[config.mk]
export PLATFORM = sky130hd
export DESIGN_NAME = erq_top
export DESIGN_NICKNAME = d
export VERILOG_FILES = /design/src/verilog/erq_pkg.sv /design/src/verilog/erq_bcd.sv /design/src/verilog/erq_txt.sv /design/src/verilog/erq_top.sv
export SDC_FILE = /design/constraint.sdc
export NUM_CORES = 1
export LEC_CHECK = 0
export BUFFER_PORTS_ARGS = -buffer_cell sky130_fd_sc_hd__buf_2
export CAP_MARGIN = 10
export CORE_MARGIN = 4
export CORE_UTILIZATION = 30
export DETAILED_ROUTE_END_ITERATION = 16
export PLACE_DENSITY_LB_ADDON = 0.08
export SETUP_SLACK_MARGIN = 0.2
export SLEW_MARGIN = 20
export SYNTH_ARGS = -nofsm -noshare
export SYNTH_HDL_FRONTEND = slang
export SYNTH_HIERARCHICAL = 1
export SYNTH_SLANG_ARGS = --single-unit
[constraint.sdc]
create_clock -name clk_i -period 9.7 [get_ports clk_i]
set_input_delay 0.485 -clock clk_i [delete_from_list [all_inputs] [get_ports clk_i]]
set_output_delay 0.485 -clock clk_i [all_outputs]
set_load 0.03 [all_outputs]
[src/verilog/erq_pkg.sv]
// Functional notes
// queue holds at most twenty error records, captured as errors are detected.
// one beep pulse per new error, whether or not it is stored.
// records come out oldest first.
// error indicator is on while any record is queued, off when empty.
// error with twenty held overwrites the newest record with the overflow code.
// after overflow further errors are dropped until a record is read out.
// empty remote read gives +0 no-error text; empty panel read gives no-errors text.
// power-up reset and clear-status empty the whole queue.
// the reset command leaves queue and indicator untouched.
// each panel key press pops and shows one record until empty.
// each remote query pops and returns exactly one record from the head.
// record goes out as signed code, comma, quoted text of at most eighty characters.
// overflow record follows the nineteen older ones and pops like any other.
package erq_pkg;
    localparam int QDEPTH = 20;
    localparam int CODE_W = 16;
    localparam int NDIG = 5;
    localparam logic [4:0] PTR_LAST = 5'h13;
    localparam logic [4:0] PTR_ZERO = 5'h00;
    localparam logic [4:0] PTR_ONE = 5'h01;
    localparam logic [4:0] CNT_FULL = 5'h14;
    localparam logic signed [15:0] CODE_OVF = 16'shfea2;
    localparam logic signed [15:0] CODE_NONE = 16'sh0000;
    localparam logic signed [15:0] CODE_UNDEF = 16'shff8f;
    localparam logic [16:0] DEC_BASE = 17'h0000a;
    localparam logic [6:0] TXT_MAX = 7'h50;
    localparam logic [6:0] LEN_OVF = 7'h0f;
    localparam logic [6:0] LEN_NONE = 7'h08;
    localparam logic [6:0] LEN_PANEL = 7'h09;
    localparam logic [6:0] LEN_UNDEF = 7'h10;
    localparam logic [6:0] LEN_OTHER = 7'h05;
    localparam logic [7:0] CH_PLUS = 8'h2b;
    localparam logic [7:0] CH_MINUS = 8'h2d;
    localparam logic [7:0] CH_COMMA = 8'h2c;
    localparam logic [7:0] CH_QUOTE = 8'h22;
    localparam logic [7:0] CH_ZERO = 8'h30;
    typedef enum logic [6:0] {
        ST_IDLE = 7'h01,
        ST_SIGN = 7'h02,
        ST_DIG = 7'h04,
        ST_COMMA = 7'h08,
        ST_QOPEN = 7'h10,
        ST_TEXT = 7'h20,
        ST_QCLOSE = 7'h40
    } erq_state_e;
endpackage

[src/verilog/erq_bcd.sv]
`timescale 1ns/1ps
`default_nettype none
module erq_bcd
    import erq_pkg::*;
(
    input wire logic signed [15:0] code_i,
    output logic [NDIG*4-1:0] dig_o
);
    logic [16:0] q [0:NDIG];
    logic [16:0] rem [0:NDIG-1];

    // 17 bits so the most negative code still has a magnitude
    assign q[0] = code_i[15] ? 17'(-{code_i[15], code_i}) : 17'({1'b0, code_i});

    genvar i;
    generate
        for (i = 0; i < NDIG; i++) begin : g_dig
            assign q[i+1] = q[i] / DEC_BASE;
            assign rem[i] = q[i] % DEC_BASE;
            assign dig_o[4*i +: 4] = rem[i][3:0];
        end
    endgenerate
endmodule
`default_nettype wire

[src/verilog/erq_txt.sv]
`timescale 1ns/1ps
`default_nettype none
module erq_txt
    import erq_pkg::*;
(
    input wire logic signed [15:0] code_i,
    input wire logic bare_i,
    input wire logic [6:0] idx_i,
    output logic [7:0] chr_o,
    output logic [6:0] len_o
);
    localparam logic [127:0] TXT_OVF = "Too many errors";
    localparam logic [127:0] TXT_NONE = "No error";
    localparam logic [127:0] TXT_PANEL = "NO ERRORS";
    localparam logic [127:0] TXT_UNDEF = "Undefined header";
    localparam logic [127:0] TXT_OTHER = "Error";

    logic [127:0] str;
    logic [6:0] sh;

    always_comb begin
        if (bare_i) begin
            str = TXT_PANEL;
            len_o = LEN_PANEL;
        end else if (code_i == CODE_OVF) begin
            str = TXT_OVF;
            len_o = LEN_OVF;
        end else if (code_i == CODE_NONE) begin
            str = TXT_NONE;
            len_o = LEN_NONE;
        end else if (code_i == CODE_UNDEF) begin
            str = TXT_UNDEF;
            len_o = LEN_UNDEF;
        end else begin
            str = TXT_OTHER;
            len_o = LEN_OTHER;
        end
        sh = 7'(len_o - 7'h01 - idx_i);
        chr_o = str[{sh[3:0], 3'b000} +: 8];
    end
endmodule
`default_nettype wire

[src/verilog/erq_top.sv]
`timescale 1ns/1ps
`default_nettype none
module erq_top
    import erq_pkg::*;
(
    input wire logic clk_i,
    input wire logic nrst_i,
    input wire logic err_valid_i,
    input wire logic signed [15:0] err_code_i,
    input wire logic cls_i,
    input wire logic rst_cmd_i,
    input wire logic key_i,
    input wire logic query_i,
    input wire logic chr_ready_i,
    output logic err_ind_o,
    output logic beep_o,
    output logic ovf_o,
    output logic [4:0] count_o,
    output logic busy_o,
    output logic chr_valid_o,
    output logic [7:0] chr_o,
    output logic chr_last_o
);
    // ************************************************
    // queue storage
    // ************************************************
    logic signed [15:0] mem [0:QDEPTH-1];
    logic [4:0] rd_r, rd_nxt, wr_r, wr_nxt, cnt_r, cnt_nxt;
    logic ovf_r, ovf_nxt, beep_r, beep_nxt;
    logic we;
    logic [4:0] waddr;
    logic signed [15:0] wdata;
    logic [4:0] cnt_left;
    logic ovf_left;
    logic accept, pop;

    function automatic logic [4:0] ptr_inc(input logic [4:0] p);
        ptr_inc = (p == PTR_LAST) ? PTR_ZERO : 5'(p + PTR_ONE);
    endfunction

    function automatic logic [4:0] ptr_dec(input logic [4:0] p);
        ptr_dec = (p == PTR_ZERO) ? PTR_LAST : 5'(p - PTR_ONE);
    endfunction

    always_comb begin
        rd_nxt = rd_r;
        wr_nxt = wr_r;
        cnt_nxt = cnt_r;
        ovf_nxt = ovf_r;
        we = 1'b0;
        waddr = wr_r;
        wdata = err_code_i;
        // defaults keep the clear branch free of latches
        cnt_left = cnt_r;
        ovf_left = ovf_r;
        beep_nxt = err_valid_i;
        // rst_cmd_i deliberately has no effect here
        if (cls_i) begin
            // clear empties, but an error in the same cycle still lands
            rd_nxt = PTR_ZERO;
            wr_nxt = PTR_ZERO;
            cnt_nxt = PTR_ZERO;
            ovf_nxt = 1'b0;
            if (err_valid_i) begin
                we = 1'b1;
                waddr = PTR_ZERO;
                wr_nxt = PTR_ONE;
                cnt_nxt = PTR_ONE;
            end
        end else begin
            cnt_left = pop ? 5'(cnt_r - PTR_ONE) : cnt_r;
            ovf_left = ovf_r & ~pop;
            if (pop) begin
                rd_nxt = ptr_inc(rd_r);
            end
            cnt_nxt = cnt_left;
            ovf_nxt = ovf_left;
            if (err_valid_i) begin
                if (cnt_left != CNT_FULL) begin
                    we = 1'b1;
                    wr_nxt = ptr_inc(wr_r);
                    cnt_nxt = 5'(cnt_left + PTR_ONE);
                end else if (!ovf_left) begin
                    we = 1'b1;
                    waddr = ptr_dec(wr_r);
                    wdata = CODE_OVF;
                    ovf_nxt = 1'b1;
                end
            end
        end
    end

    always_ff @(posedge clk_i) begin
        if (!nrst_i) begin
            rd_r <= PTR_ZERO;
            wr_r <= PTR_ZERO;
            cnt_r <= PTR_ZERO;
            ovf_r <= 1'b0;
            beep_r <= 1'b0;
        end else begin
            rd_r <= rd_nxt;
            wr_r <= wr_nxt;
            cnt_r <= cnt_nxt;
            ovf_r <= ovf_nxt;
            beep_r <= beep_nxt;
        end
    end

    // no reset on the array: slots are only read behind a nonzero count
    always_ff @(posedge clk_i) begin
        if (we) begin
            mem[waddr] <= wdata;
        end
    end

    assign err_ind_o = (cnt_r != PTR_ZERO);
    assign beep_o = beep_r;
    assign ovf_o = ovf_r;
    assign count_o = cnt_r;

    // ************************************************
    // record formatter
    // ************************************************
    erq_state_e st_r, st_nxt;
    logic signed [15:0] code_r, code_nxt;
    logic bare_r, bare_nxt;
    logic [2:0] dig_r, dig_nxt, top;
    logic [6:0] tidx_r, tidx_nxt;
    logic vld_r, vld_nxt, last_r, last_nxt;
    logic [7:0] chr_r, chr_nxt;
    logic [NDIG*4-1:0] digs;
    logic [7:0] txt_chr;
    logic [6:0] txt_len;
    logic step;

    erq_bcd u_bcd (
        .code_i(code_r),
        .dig_o(digs)
    );

    erq_txt u_txt (
        .code_i(code_r),
        .bare_i(bare_r),
        .idx_i(tidx_r),
        .chr_o(txt_chr),
        .len_o(txt_len)
    );

    always_comb begin
        top = 3'h0;
        for (int k = 1; k < NDIG; k++) begin
            if (digs[4*k +: 4] != 4'h0) begin
                top = 3'(k);
            end
        end
    end

    // one request per finished answer; requests while busy are dropped
    assign busy_o = (st_r != ST_IDLE) | vld_r;
    assign accept = ~busy_o & (key_i | query_i);
    assign pop = accept & (cnt_r != PTR_ZERO);
    assign step = (st_r != ST_IDLE) & (~vld_r | chr_ready_i);

    always_comb begin
        st_nxt = st_r;
        code_nxt = code_r;
        bare_nxt = bare_r;
        dig_nxt = dig_r;
        tidx_nxt = tidx_r;
        vld_nxt = vld_r & ~chr_ready_i;
        last_nxt = last_r;
        chr_nxt = chr_r;
        if (accept) begin
            code_nxt = pop ? mem[rd_r] : CODE_NONE;
            bare_nxt = ~query_i & ~pop;
            tidx_nxt = 7'h00;
            st_nxt = (~query_i & ~pop) ? ST_TEXT : ST_SIGN;
        end
        if (step) begin
            vld_nxt = 1'b1;
            last_nxt = 1'b0;
            case (st_r)
                ST_SIGN: begin
                    chr_nxt = code_r[15] ? CH_MINUS : CH_PLUS;
                    dig_nxt = top;
                    st_nxt = ST_DIG;
                end
                ST_DIG: begin
                    chr_nxt = CH_ZERO | {4'h0, digs[{dig_r, 2'b00} +: 4]};
                    dig_nxt = 3'(dig_r - 3'h1);
                    st_nxt = (dig_r == 3'h0) ? ST_COMMA : ST_DIG;
                end
                ST_COMMA: begin
                    chr_nxt = CH_COMMA;
                    st_nxt = ST_QOPEN;
                end
                ST_QOPEN: begin
                    chr_nxt = CH_QUOTE;
                    tidx_nxt = 7'h00;
                    st_nxt = ST_TEXT;
                end
                ST_TEXT: begin
                    chr_nxt = txt_chr;
                    tidx_nxt = 7'(tidx_r + 7'h01);
                    if (tidx_r == 7'(txt_len - 7'h01)) begin
                        last_nxt = bare_r;
                        st_nxt = bare_r ? ST_IDLE : ST_QCLOSE;
                    end
                end
                ST_QCLOSE: begin
                    chr_nxt = CH_QUOTE;
                    last_nxt = 1'b1;
                    st_nxt = ST_IDLE;
                end
                default: begin
                    st_nxt = ST_IDLE;
                    vld_nxt = 1'b0;
                end
            endcase
        end
    end

    always_ff @(posedge clk_i) begin
        if (!nrst_i) begin
            st_r <= ST_IDLE;
            code_r <= CODE_NONE;
            bare_r <= 1'b0;
            dig_r <= 3'h0;
            tidx_r <= 7'h00;
            vld_r <= 1'b0;
            last_r <= 1'b0;
            chr_r <= 8'h00;
        end else begin
            st_r <= st_nxt;
            code_r <= code_nxt;
            bare_r <= bare_nxt;
            dig_r <= dig_nxt;
            tidx_r <= tidx_nxt;
            vld_r <= vld_nxt;
            last_r <= last_nxt;
            chr_r <= chr_nxt;
        end
    end

    assign chr_valid_o = vld_r;
    assign chr_o = chr_r;
    assign chr_last_o = last_r & vld_r;
endmodule
`default_nettype wire

==> flow_summary.ini <==
[layout]
syn_to_final_growth_pct = 15.9
layout.nets = 1980
drive_above_1_share_pct = 23.5
fillers = 7058
final_util_pct = 35.3
antenna_cells = 0

[yosys]
synth_seq_cells = 386
synth_xor_area_share_pct = 2.46
synth_flop_cell = edfxtp_1
async_flop_share_pct = 0
synth_top_area_share_pct = 43.8
synth_top_family_by_area = compound AO/OA/AOI/OAI gates
synth_edf_count = 320
yosys-mux-area-fraction_pct = 11.6
seq_area_frac_synth_pct = 49.8
ys_types = 135
synthCells = 1844
yosysWarnings = 6
yosysTopAreaCell = edfxtp_1
syn_avg_cell_area_um2 = 11.9
synth.cell_area_mm2 = 0.0220
yosys.area_share.adder_pct = 1.74
synth.area.top_cells = edfxtp_1, mux4_2, dfxtp_1
synth_compound_area_share_pct = 16.8
synth_simple_gate_area_share_pct = 14.0

[worst_hold_path]
min_path_type = in2reg
whs_path_depth = 4
hold_path.startpoint = chr_ready_i
min_to = st_r[6]

[drt]
ant_nets = 0
drt-pass1-iter-count = 6
drt_iter0_drc = 979
drt_wl_total_um = 63300
post-route-drc-count = 0
routedWlPerCell_um = 21.7
num_vias = 15900
via_per_inst = 5.46

[global_route]
antenna_found_initial = 0
grt_pass1_wl_um = 97900
grt_start_max_net_pins = 51
grt_pass1_vias = 15800
grt-ovfl-total = 0
track_usage_pct = 16.0

[timing]
period_share_pct = 91.5
max_freq_ghz = 0.113
drv_slew = 0
clock_skew_ps = 34.9
tns_ps = 0
finalCriticalPeriod_ps = 8870
tightest_slew_ps = 1010
hold_violations = 0
finalSetupViolations = 0
rsz0062_at_grt = false
slew_headroom_pct = 32.4

[floorplanning]
dieArea_mm2 = 0.0776
coreArea_mm2 = 0.0720
die_y_um = 279
row_count = 98
num_io_pins = 43
die_width_um = 279
initial_core_util_pct = 30.5

[cts]
clk_pin_slew_ps = 60
cts_max_level = 2
clock_sinks = 386
tritoncts = yes
cts_root_buffer = clkbuf_16
clk_path_buf_depth = 3
cts-buffers-inserted = 44
insertion_delay_ps = 570

[setup_path]
crit_start = code_r[1]
worstPathRequired_ps = 10210
end_kind = flop
worst_setup_path_start_kind = flop
cp_data_arrival_time_ps = 9380
worstReg2RegEnd = chr_o[2]
crit_path_frequent_cell = or3_1
slowest_delay_ps = 560
regToRegSetupSlack_ps = 830
critPathKind = reg2reg
reg2reg_depth = 35
critical_path.slowest_cell = or4_1
path_max_fanout = 11
r2r-start = code_r[1]

[placement]
port_buffers = 41
place.gp.congestion = 0.846
dp_hpwl_um = 42400

[job]
maxCapViolCount = 0

[outcome]
outcome = finished, final reports clean
[cells in the mapped netlist (26+ instances only)]
library cell / count
mux4_2: 100
ha_1: 28
nand3_1: 53
nand2b_1: 32
o21ai_0: 93
nor2_1: 128
dfxtp_1: 66
xnor2_1: 33
nor3_1: 57
inv_1: 61
a21oi_1: 72
nand2_1: 105
a22oi_1: 28
clkbuf_1: 63
nor4_1: 26
edfxtp_1: 320
[timing repair]
item / in CTS / in global routing
hold buffers: 0 / 0
pin swaps: 0 / 3
endpoints found under the hold margin: 0 / 0
buffers inserted: 0 / 3
endpoints found under the setup margin: 1 / 7
cloned: 0 / 0
gates resized for setup: 1 / 32
[cells by family after synthesis]
group / Yosys count
simple gates: 570
fa+ha+maj: 30
compound gates: 494
flops: 386
other cells: 2
buf+inv: 174
mux: 129
xor+xnor: 59
[worst max-delay path by stage]
stage / end / slack [ps] / depth (start not counted)
2_1_floorplan: dig_r[1] / 1590 / 38
3_3_place_gp: chr_o[3] / 230 / 37
3_5_place_dp: chr_o[3] / 250 / 37
4_1_cts: chr_o[3] / 220 / 35
5_1_grt: dig_r[2] / 180 / 34
6_report: chr_o[2] / 830 / 35
[cell type report]
class	count	area [um2]	area share (%)
inverters	65	244	0.959
multi-input cells	1286	10500	41.4
clock inverters	27	348	1.37
flip-flops and latches	386	10900	43.0
well taps	950	1190	4.67
clock buffers	54	1200	4.72
repair buffers	144	991	3.90
[cell usage in the layout, fill, tap and decap left out, types with 15 or more instances in the layout]
| master | netlist | final |
|---|---|---|
| edfxtp_1 | 320 | 320 |
| nor2_1 | 128 | 123 |
| nand2_1 | 105 | 105 |
| buf_4 | 12 | 102 |
| mux4_2 | 100 | 100 |
| o21ai_0 | 93 | 92 |
| a21oi_1 | 72 | 71 |
| dfxtp_1 | 66 | 64 |
| inv_1 | 61 | 61 |
| nand3_1 | 53 | 53 |
| nor3_1 | 57 | 48 |
| clkbuf_16 | 0 | 46 |
| buf_2 | 14 | 41 |
| nand2b_1 | 32 | 32 |
| xnor2_1 | 33 | 30 |
| ha_1 | 28 | 28 |
| a22oi_1 | 28 | 27 |
| xor2_1 | 23 | 23 |
| a31oi_1 | 23 | 23 |
| nand4_1 | 22 | 22 |
| mux2i_1 | 23 | 22 |
| nor4_1 | 26 | 21 |
| and2_1 | 20 | 20 |
| o211ai_1 | 19 | 19 |
| nor2b_1 | 18 | 18 |
| o31ai_1 | 17 | 16 |
| a211oi_1 | 18 | 16 |
| o21ai_1 | 17 | 15 |
[metal layers]
layer  track usage, %  wire length [um]  vias up
met5                0                 0        -
met4             4.03              1280        0
met3             1.99              2070       88
met2             27.8             31600      313
met1             21.1             28300     8051
li1                 -                 -     7445
[worst max-delay path: cells and delay by family (launching register included)]
family | cells | cell delay (ps)
muxes | 3 | 740
buffers and inverters | 3 | 440
adders and majority gates | 2 | 460
and+or+nand+nor | 11 | 3160
AOI/OAI and AO/OA | 16 | 3700
DFF | 1 | 310
[flip-flops by register name, indices dropped and copies added (netlist names), named ones only]
register and flops:
mem 320, code_r 16, chr_o 8, st_r 7, tidx_r 7, count_o 5, rd_r 5, wr_r 5
dig_r 3, bare_r 1, beep_o 1, chr_valid_o 1, last_r 1, ovf_o 1
[stage by stage]
step           area, um2  setup WS [ps]  hold slack (ps)  std cells
3_5_place_dp       23700            249              459       2828
5_1_grt            25400            184              310       2912
2_1_floorplan      22000           1590              442       1846
6_report           25400            825              288       2912
4_1_cts            25200            216              251       2909
3_3_place_gp       23700            233              456       2828
Power is left out: the tool's default activity adds up to more than one toggle a clock period on the data nets, which glitch-free logic cannot reach.
